==> config.mk <==
export PLATFORM = sky130hd
export DESIGN_NAME = apm_power_management_unit
export DESIGN_NICKNAME = d
export VERILOG_FILES = /design/src/rtl/apm_pkg.sv /design/src/rtl/apm_timer.sv /design/src/rtl/apm_power_management_unit.sv
export SDC_FILE = /design/constraint.sdc
export NUM_CORES = 1
export LEC_CHECK = 0
export BUFFER_PORTS_ARGS = -buffer_cell sky130_fd_sc_hd__buf_2
export CAP_MARGIN = 40
export CORE_UTILIZATION = 53
export CTS_BUF_LIST = sky130_fd_sc_hd__clkbuf_4
export DETAILED_ROUTE_END_ITERATION = 10
export PLACE_DENSITY = 0.75
export SLEW_MARGIN = 20
export SYNTH_ARGS = -nofsm -noshare
export SYNTH_HDL_FRONTEND = slang
export SYNTH_SLANG_ARGS = --single-unit
export TNS_END_PERCENT = 30
==> constraint.sdc <==
create_clock -name clk_sys -period 2.69 [get_ports clk_sys]
set_clock_uncertainty 0.15 [all_clocks]
set_input_delay 0.538 -clock clk_sys [delete_from_list [all_inputs] [get_ports clk_sys]]
set_output_delay 0.538 -clock clk_sys [all_outputs]
set_load 0.01 [all_outputs]
==> src/rtl/apm_pkg.sv <==
// Package of the activity power manager: timing constants, states, carriers.
// Assumes a single 50 MHz system clock shared with the core and activity sources.
package apm_pkg;

    // ------------------------------------------------------------------
    // Timing
    // ------------------------------------------------------------------
    localparam int CLK_PERIOD_NS = 20;
    localparam int TICK_NS       = 1000;
    localparam int TICK_CYCLES   = (TICK_NS + CLK_PERIOD_NS - 1) / CLK_PERIOD_NS;
    localparam int PRE_W         = 6;
    localparam logic [PRE_W-1:0] PRE_LAST = PRE_W'(TICK_CYCLES - 1);
    localparam logic [PRE_W-1:0] PRE_ZERO = 6'h00;

    // ------------------------------------------------------------------
    // Sizes and indices
    // ------------------------------------------------------------------
    localparam int CNT_W    = 16;
    localparam int N_TIMERS = 5;
    localparam int TMR_DOZE = 0;
    localparam int TMR_STBY = 1;
    localparam int TMR_PROCESSOR_HALT_REQUEST_OUT = 2;
    localparam int TMR_HK   = 3;
    localparam int TMR_PER  = 4;
    localparam int N_PLANES = 4;
    localparam int N_STATES = 4;
    localparam int DUTY_W   = 4;
    localparam logic [CNT_W-1:0]  CNT_ZERO  = 16'h0000;
    localparam logic [CNT_W-1:0]  CNT_ONE   = 16'h0001;
    localparam logic [DUTY_W-1:0] DUTY_ZERO = 4'h0;
    localparam logic [DUTY_W-1:0] DUTY_ONE  = 4'h1;

    // ------------------------------------------------------------------
    // Types
    // ------------------------------------------------------------------
    typedef enum logic [1:0]
    {
        PM_ON      = 2'b00,
        PM_DOZE    = 2'b01,
        PM_STANDBY = 2'b10,
        PM_SUSPEND = 2'b11
    } apm_state_e;

    typedef enum logic [1:0]
    {
        HALT_RUN     = 2'b00,
        HALT_DRAIN   = 2'b01,
        HALT_STOPPED = 2'b10,
        HALT_RESUME  = 2'b11
    } apm_halt_e;

    typedef struct packed
    {
        logic wake;
        logic per_idle;
        logic processor_halt_request_out_exp;
        logic stby_exp;
        logic doze_exp;
    } apm_smi_s;

    localparam apm_smi_s SMI_NONE = 5'h00;

    typedef struct packed
    {
        logic [N_TIMERS-1:0][CNT_W-1:0]  limit;
        apm_smi_s                        smi_en;
        logic [N_STATES-1:0][DUTY_W-1:0] duty;
        apm_state_e [N_PLANES-1:0]       plane_state;
    } apm_cfg_s;

    typedef logic [CNT_W-1:0] apm_cnt_t;

endpackage

==> src/rtl/apm_timer.sv <==
// One inactivity timer counting prescaled ticks up to a programmed limit.
// Assumes restart and tick come from logic on clk_sys.
`timescale 1ns/10ps
module apm_timer
    import apm_pkg::*;
(
    // Clock and reset
    input  wire logic     clk_sys,
    input  wire logic     sys_rst,
    input  wire logic     clk_en,
    // Control
    input  wire logic     tick,
    input  wire logic     enable,
    input  wire logic     restart,
    input  wire apm_cnt_t limit,
    // Status
    output logic          expired,
    output apm_cnt_t      count
);

    apm_cnt_t cnt_reg;
    apm_cnt_t cnt_next;
    logic     exp_reg;
    logic     exp_next;

    // Holds at the limit so one inactive interval gives one expiry
    always_comb
    begin
        cnt_next = cnt_reg;
        exp_next = 1'b0;
        if (restart || !enable || limit == CNT_ZERO)
        begin
            cnt_next = CNT_ZERO;
        end
        else if (tick && cnt_reg != limit)
        begin
            cnt_next = cnt_reg + CNT_ONE;
            exp_next = (cnt_next == limit);
        end
    end

    always_ff @(posedge clk_sys)
    begin
        if (sys_rst)
        begin
            cnt_reg <= CNT_ZERO;
            exp_reg <= 1'b0;
        end
        else if (clk_en)
        begin
            cnt_reg <= cnt_next;
            exp_reg <= exp_next;
        end
    end

    assign expired = exp_reg;
    assign count   = cnt_reg;

endmodule

==> src/rtl/apm_power_management_unit.sv <==
// Power management unit: activity timers, SMI causes, halt sequencing, planes.
// Assumes activity, command and core status inputs are synchronous to clk_sys.
//
// Behaviour
// [RULE_01] Doze, standby and suspend inactivity timers
// [RULE_02] Timer expiry can raise an SMI
// [RULE_03] Activity while powered down raises SMI
// [RULE_04] Three power-down states: doze, standby, suspend
// [RULE_05] House-keeping timer absorbs bursts without waking
// [RULE_06] Peripheral timer flags peripheral inactivity
// [RULE_07] Halt request throttles in every state
// [RULE_08] Independent power plane disable outputs
// [RULE_09] Halt only after core drains work
// [RULE_10] Clocks stopped, state held while suspended
// [RULE_11] Resume exactly where execution stopped
// [RULE_12] Activity restarts the matching timer
// [RULE_13] Software steps states down, restores on wake
`timescale 1ns/10ps
module apm_power_management_unit
    import apm_pkg::*;
(
    // Clock and reset
    input  wire logic                  clk_sys,
    input  wire logic                  sys_rst,
    input  wire logic                  clk_en,
    // Activity sources
    input  wire logic                  sys_act,
    input  wire logic                  hk_act,
    input  wire logic                  per_act,
    // Management software
    input  wire apm_cfg_s              cfg,
    input  wire apm_state_e            state_req,
    input  wire logic                  state_req_vld,
    input  wire apm_smi_s              smi_clr,
    // Core handshake
    input  wire logic                  core_quiesced,
    // Outputs
    output logic                       smi_out,
    output apm_smi_s                   smi_cause,
    output apm_state_e                 pm_state,
    output logic                       processor_halt_request_out,
    output logic                       clk_stop_out,
    output logic [N_PLANES-1:0]        plane_off,
    output logic                       per_idle,
    output logic                       hk_busy
);

    // ------------------------------------------------------------------
    // Prescaler and timers
    // ------------------------------------------------------------------
    logic [PRE_W-1:0]    pre_reg;
    logic [PRE_W-1:0]    pre_next;
    logic                tick;
    logic [N_TIMERS-1:0] t_en;
    logic [N_TIMERS-1:0] t_restart;
    logic [N_TIMERS-1:0] t_exp;
    apm_cnt_t            t_cnt [N_TIMERS];
    logic                hk_busy_reg;
    logic                hk_busy_next;

    always_comb
    begin
        tick     = (pre_reg == PRE_LAST);
        pre_next = tick ? PRE_ZERO : pre_reg + 6'h01;
    end

    always_ff @(posedge clk_sys)
    begin
        if (sys_rst)
            pre_reg <= PRE_ZERO;
        else if (clk_en)
            pre_reg <= pre_next;
    end

    always_comb
    begin
        t_en                 = {N_TIMERS{1'b1}};
        t_restart            = {N_TIMERS{sys_act}};  // [RULE_12]
        t_en[TMR_HK]         = hk_busy_reg;
        t_restart[TMR_HK]    = hk_act;               // [RULE_12]
        t_restart[TMR_PER]   = per_act;              // [RULE_12]
    end

    // Graded doze, standby and suspend timers plus house-keeping and peripheral
    genvar gi;
    generate
        for (gi = 0; gi < N_TIMERS; gi++)
        begin : g_tmr
            apm_timer u_tmr                          // [RULE_01]
            (
                .clk_sys (clk_sys),
                .sys_rst (sys_rst),
                .clk_en  (clk_en),
                .tick    (tick),
                .enable  (t_en[gi]),
                .restart (t_restart[gi]),
                .limit   (cfg.limit[gi]),
                .expired (t_exp[gi]),
                .count   (t_cnt[gi])
            );
        end
    endgenerate

    // ------------------------------------------------------------------
    // Power state, house-keeping and peripheral flags
    // ------------------------------------------------------------------
    apm_state_e pm_state_reg;
    apm_state_e pm_state_next;
    logic       per_idle_reg;
    logic       per_idle_next;
    logic       low_power;

    always_comb
    begin
        low_power     = (pm_state_reg == PM_DOZE) || (pm_state_reg == PM_STANDBY);
        pm_state_next = state_req_vld ? state_req : pm_state_reg;  // [RULE_04]
        hk_busy_next  = hk_busy_reg;
        if (pm_state_reg == PM_ON || sys_act)
            hk_busy_next = 1'b0;
        else if (low_power && hk_act)
            hk_busy_next = 1'b1;                     // [RULE_05]
        else if (t_exp[TMR_HK])
            hk_busy_next = 1'b0;
        per_idle_next = per_idle_reg;
        if (t_exp[TMR_PER])
            per_idle_next = 1'b1;                    // [RULE_06]
        else if (per_act)
            per_idle_next = 1'b0;
    end

    always_ff @(posedge clk_sys)
    begin
        if (sys_rst)
        begin
            pm_state_reg <= PM_ON;
            hk_busy_reg  <= 1'b0;
            per_idle_reg <= 1'b0;
        end
        else if (clk_en)
        begin
            pm_state_reg <= pm_state_next;
            hk_busy_reg  <= hk_busy_next;
            per_idle_reg <= per_idle_next;
        end
    end

    // ------------------------------------------------------------------
    // SMI causes
    // ------------------------------------------------------------------
    apm_smi_s smi_reg;
    apm_smi_s smi_next;
    apm_smi_s smi_set;
    logic     smi_out_reg;
    logic     smi_out_next;

    // Set beats clear so an event landing on the clear is kept
    always_comb
    begin
        smi_set          = SMI_NONE;
        smi_set.doze_exp = t_exp[TMR_DOZE] && pm_state_reg == PM_ON;     // [RULE_02]
        smi_set.stby_exp = t_exp[TMR_STBY] && pm_state_reg < PM_STANDBY; // [RULE_02]
        smi_set.processor_halt_request_out_exp = t_exp[TMR_PROCESSOR_HALT_REQUEST_OUT] && pm_state_reg < PM_SUSPEND; // [RULE_02]
        smi_set.per_idle = t_exp[TMR_PER];
        smi_set.wake     = sys_act && pm_state_reg != PM_ON;             // [RULE_03]
        smi_next         = (smi_reg & ~smi_clr) | (smi_set & cfg.smi_en);
        smi_out_next     = |smi_next;
    end

    always_ff @(posedge clk_sys)
    begin
        if (sys_rst)
        begin
            smi_reg     <= SMI_NONE;
            smi_out_reg <= 1'b0;
        end
        else if (clk_en)
        begin
            smi_reg     <= smi_next;
            smi_out_reg <= smi_out_next;
        end
    end

    // ------------------------------------------------------------------
    // Halt sequencing and throttle
    // ------------------------------------------------------------------
    apm_halt_e           halt_reg;
    apm_halt_e           halt_next;
    logic                resume_pend_reg;
    logic                resume_pend_next;
    logic [DUTY_W-1:0]   phase_reg;
    logic [DUTY_W-1:0]   phase_next;
    logic                halt_out_reg;
    logic                halt_out_next;
    logic                stop_reg;
    logic                stop_next;
    logic [N_PLANES-1:0] plane_reg;
    logic [N_PLANES-1:0] plane_next;
    logic                throttle;

    always_comb
    begin
        halt_next        = halt_reg;
        resume_pend_next = resume_pend_reg;
        if (pm_state_reg != PM_SUSPEND)
            resume_pend_next = 1'b0;
        unique case (halt_reg)
            HALT_RUN:
                if (pm_state_reg == PM_SUSPEND && !resume_pend_reg)
                    halt_next = HALT_DRAIN;
            HALT_DRAIN:
                if (sys_act)
                    halt_next = HALT_RESUME;
                else if (core_quiesced)
                    halt_next = HALT_STOPPED;        // [RULE_09]
            HALT_STOPPED:
                if (sys_act)
                    halt_next = HALT_RESUME;         // [RULE_11]
            HALT_RESUME:
                if (!core_quiesced)
                    halt_next = HALT_RUN;
        endcase
        if (sys_act && (halt_reg == HALT_DRAIN || halt_reg == HALT_STOPPED))
            resume_pend_next = 1'b1;
        // Throttle pauses while house-keeping bursts are served
        phase_next    = phase_reg + DUTY_ONE;
        throttle      = (halt_next == HALT_RUN) && !hk_busy_reg && (phase_reg < cfg.duty[pm_state_reg]); // [RULE_07]
        halt_out_next = throttle || halt_next == HALT_DRAIN || halt_next == HALT_STOPPED;
        stop_next     = (halt_next == HALT_STOPPED);  // [RULE_10]
        for (int i = 0; i < N_PLANES; i++)
            plane_next[i] = (cfg.plane_state[i] != PM_ON) && (pm_state_reg >= cfg.plane_state[i]); // [RULE_08]
    end

    always_ff @(posedge clk_sys)
    begin
        if (sys_rst)
        begin
            halt_reg        <= HALT_RUN;
            resume_pend_reg <= 1'b0;
            phase_reg       <= DUTY_ZERO;
            halt_out_reg    <= 1'b0;
            stop_reg        <= 1'b0;
            plane_reg       <= '0;
        end
        else if (clk_en)
        begin
            halt_reg        <= halt_next;
            resume_pend_reg <= resume_pend_next;
            phase_reg       <= phase_next;
            halt_out_reg    <= halt_out_next;
            stop_reg        <= stop_next;
            plane_reg       <= plane_next;
        end
    end

    assign smi_out                    = smi_out_reg;
    assign smi_cause                  = smi_reg;
    assign pm_state                   = pm_state_reg;
    assign processor_halt_request_out = halt_out_reg;
    assign clk_stop_out               = stop_reg;
    assign plane_off                  = plane_reg;
    assign per_idle                   = per_idle_reg;
    assign hk_busy                    = hk_busy_reg;

    // ------------------------------------------------------------------
    // Assertions
    // ------------------------------------------------------------------
    doze_smi_a: assert property (@(posedge clk_sys) disable iff (sys_rst) // [RULE_02]
        clk_en && t_exp[TMR_DOZE] && pm_state_reg == PM_ON && cfg.smi_en.doze_exp |=> smi_cause.doze_exp && smi_out)
        else $error("doze expiry did not raise SMI");

    wake_smi_a: assert property (@(posedge clk_sys) disable iff (sys_rst) // [RULE_03]
        clk_en && sys_act && pm_state_reg != PM_ON && cfg.smi_en.wake |=> smi_cause.wake && smi_out)
        else $error("activity in power down did not raise SMI");

    hk_absorb_a: assert property (@(posedge clk_sys) disable iff (sys_rst) // [RULE_05]
        clk_en && hk_act && !sys_act && low_power && !state_req_vld |=> hk_busy && pm_state == $past(pm_state_reg))
        else $error("house-keeping burst not absorbed");

    per_idle_a: assert property (@(posedge clk_sys) disable iff (sys_rst) // [RULE_06]
        clk_en && t_exp[TMR_PER] |=> per_idle)
        else $error("peripheral idle flag missing");

    throttle_a: assert property (@(posedge clk_sys) disable iff (sys_rst) // [RULE_07]
        clk_en && halt_reg == HALT_RUN && pm_state_reg == PM_ON && phase_reg < cfg.duty[PM_ON] && !hk_busy_reg
        |=> processor_halt_request_out)
        else $error("throttle did not assert halt request");

    plane_off_a: assert property (@(posedge clk_sys) disable iff (sys_rst) // [RULE_08]
        clk_en && pm_state_reg == PM_SUSPEND && cfg.plane_state[0] != PM_ON |=> plane_off[0])
        else $error("power plane not removed");

    drain_wait_a: assert property (@(posedge clk_sys) disable iff (sys_rst) // [RULE_09]
        clk_en && halt_reg == HALT_DRAIN && !core_quiesced && !sys_act
        |=> !clk_stop_out && processor_halt_request_out)
        else $error("clocks stopped before core drained");

    stop_hold_a: assert property (@(posedge clk_sys) disable iff (sys_rst) // [RULE_10]
        clk_stop_out && !sys_act && !state_req_vld |=> $stable(pm_state) && clk_stop_out)
        else $error("state changed while clocks stopped");

    resume_a: assert property (@(posedge clk_sys) disable iff (sys_rst) // [RULE_11]
        clk_en && halt_reg == HALT_STOPPED && sys_act |=> !processor_halt_request_out && !clk_stop_out)
        else $error("halt not released on wake");

    restart_a: assert property (@(posedge clk_sys) disable iff (sys_rst) // [RULE_12]
        clk_en && sys_act |=> t_cnt[TMR_DOZE] == CNT_ZERO && t_cnt[TMR_PROCESSOR_HALT_REQUEST_OUT] == CNT_ZERO)
        else $error("activity did not restart timers");

endmodule

==> metrics.yaml <==
run_status:
  status: "finished, final reports clean"
critical_path:
  timing.rr.end: "g_tmr[2].u_tmr.expired$_SDFFE_PP0P_"
  crit_buf_inv: 0
  crit_start: "g_tmr[2].u_tmr.count[1]$_SDFFE_PP0P_"
  cp_cell_sequence: "ha_2, and3_1, nand3_2, or3_1, mux2_2, a32oi_1, or4_1, o21ai_1"
  worstPathRequired_ns: 3.00
  crit_cells: 8
  critPathKind: "register to register"
  cp_max_fo: 7
  reg2reg_slack_ns: 0.07
  critPathArrivalTime_ns: 2.93
  setup.worst_path.end: "g_tmr[2].u_tmr.expired$_SDFFE_PP0P_"
  r2r_start: "g_tmr[2].u_tmr.count[1]$_SDFFE_PP0P_"
  path_delay_family: "simple AND/OR/NAND/NOR gates"
  r2r_cells: 8
  start_kind: "register"
  cp-end-kind: "register"
  slowest_stage: "or4_1"
  crit_path_max_incr_delay_ns: 0.54
floorplanning:
  die_area_sq_um: 16700
  fp.dieH_um: 129
  num_rows: 46
  die_w_um: 129
  start_util: 0.541
  core_sq_um: 15800
  pin_count: 140
placement:
  hpwl_mm: 17.8
  gp_congestion: 0.988
  placed_cell_area_sq_um: 9610
  numPortBuffers: 139
  preCtsSetupSlack_ns: 0.0322
sta:
  hold_violations: 0
  setup_ws_ns: 0.0742
  setup_violations: 0
  worst_pin_slew_ns: 0.500
  finalCriticalPeriod_ns: 2.62
  timing.final.max_slew_violations: 0
  whs_ns: 0.112
  period_share: 0.972
  relSlewSlack: 0.666
  fin_tns_setup_ns: 0
  max_freq_mhz: 382
  rsz0062_at_grt: "yes"
routing:
  routed_wl_mm: 23.3
  dr.pass1.iters: 5
  drt_iter0_drc: 620
  vias: 8617
  drc: 0
  wl_per_cell_um: 15.9
  viasPerCell: 5.87
  ant_nets: 0
global_route:
  antenna_found_initial: 2
  track_usage: 0.283
  grt_pass1_wl_mm: 37.8
  grt_overflow: 0
  grt_max_degree: 56
  first_global_vias: 7955
final_layout:
  layout-drive-gt1-share: 0.200
  area_growth_syn_to_layout_pct: 16.1
  nets: 1389
  multi_input_area_sq_um: 5860
  design_area_sq_um: 9940
  diodes: 0
  register_area_sq_um: 2280
  final.fill_count: 1441
  largest_register_ffs: 80
cts:
  ctsResizeCount: 0
  cts_setup_buffers: 0
  worstSkewPairLatency_ns: 0.53
  clock-sinks: 114
  h-tree-depth: 4
  root_buffer: "clkbuf_4"
  cts_tree: "built"
  clkTransAtPathRegs_ns: 0.11
  cts_hold_buf: 0
  clockBufferDepth: 2
  cts_buffers: 17
logic_synthesis:
  postSynthAreaPerCell_sq_um: 7.79
  async_flop_share: 0
  yosys_warnings: 0
  synth_edf_count: 0
  synth.top_cells.by_count: "nor2_1, dfxtp_1, xnor2_1"
  ys_seq_elements: 114
  yosysUniqueCellTypes: 74
  synth_top_area_frac: 0.267
  ys.flop_type: "dfxtp_1"
  syn_nets: 1248
  yosysSeqAreaShare: 0.267
  synth_top_area_cell: "dfxtp_1"
  syn_area_sq_um: 8560
  synth_area_leaders: "dfxtp_1, xnor2_1, xor2_1, nor2_1, a21oi_1"
  yosysMostFrequentCell: "nor2_1"
  synthCells: 1099
pwr:
  max-vdd-ir-drop_uv: 329
  power_frac_clock: 0.360
  swShare: 0.299
  p_sw_mw: 1.07
  p_leak_nw: 3.64
  sequentialPowerShare: 0.484
  internal_power_mw: 2.51
  power_density_nw_per_um2: 360
  power_frac_comb: 0.156
hold_path:
  hp-class: "input pin to register"
flow_run:
  drv_cap: 0
placed cells by master (no fill, tap or decap), types with 19 or more instances in the layout:
cell type  count
or3_1         19
nand3_1       37
a21oi_1       67
nand2_1       64
buf_4         49
nor3_1        29
nor4_1        34
nor2_1       118
xor2_1        72
nand4_1       33
dfxtp_1      113
buf_2        139
inv_1         40
xnor2_1      107
ha_1          24
o21ai_0       45
per-layer routing:
metal  part of all wire  GRT usage  vias to the layer above
met5            0.00086          0                        -
met4              0.022     0.0893                        4
met3              0.062     0.0628                       42
met2               0.46      0.472                      287
met1               0.46      0.363                     4033
li1                   -          -                     4251
worst reg2reg max path: cells and delay by family, from the launching register on:
kind	cells	cell delay, ns
AOI/OAI and AO/OA	2	0.24
DFF	1	0.43
and+or+nand+nor	4	1.23
muxes	1	0.25
adders and majority gates	1	0.27
per-stage QoR:
stage | total power, mW | utilization | cells
after floorplan | 2.08 | - | 1099
after global placement | 2.31 | 0.607 | 1437
after detailed placement | 2.32 | 0.607 | 1437
after CTS | 3.60 | 0.625 | 1469
after global routing | 3.75 | 0.628 | 1469
final | 3.57 | 0.628 | 1469
power groups by stage:
stage	Clock, mW	Sequential [mW]	Combinational [mW]
after floorplan	0	1.77	0.309
after global placement	0	1.77	0.540
after detailed placement	0	1.77	0.550
after CTS	1.32	1.73	0.553
after global routing	1.40	1.73	0.613
final	1.29	1.73	0.558
final cells by class:
cell class              count  area share
clock buffers              17      0.0128
clock inverters            15      0.0161
inverters                  40      0.0151
multi-input cells         878       0.590
flip-flops and latches    114       0.230
well taps                 216      0.0272
repair buffers            189       0.109
worst min-delay path by stage:
| stage | from | depth (start not counted) | slack, ns | endpoint |
|---|---|---|---|---|
| final | state_req[0] | 3 | 0.11 | pm_state[0]$_SDFFE_PP0P_ |
| after global routing | state_req[0] | 3 | 0.06 | pm_state[0]$_SDFFE_PP0P_ |
| after CTS | state_req[0] | 3 | 0.08 | pm_state[0]$_SDFFE_PP0P_ |
| after floorplan | g_tmr[2].u_tmr.expired$_SDFFE_PP0P_ | 2 | 0.27 | g_tmr[2].u_tmr.expired$_SDFFE_PP0P_ |
| after global placement | plane_off[0]$_SDFFE_PP0P_ | 2 | 0.30 | plane_off[0]$_SDFFE_PP0P_ |
| after detailed placement | g_tmr[2].u_tmr.expired$_SDFFE_PP0P_ | 2 | 0.30 | g_tmr[2].u_tmr.expired$_SDFFE_PP0P_ |
kinds of logic after synthesis:
logic type	synth area share
AO/OA/AOI/OAI	0.182
XOR/XNOR	0.183
adder cells (fa/ha/maj)	0.0366
buffers and inverters	0.0528
flip-flops	0.267
multiplexers	0.0202
AND/OR/NAND/NOR	0.258
Power figures use the tool's default switching activity.
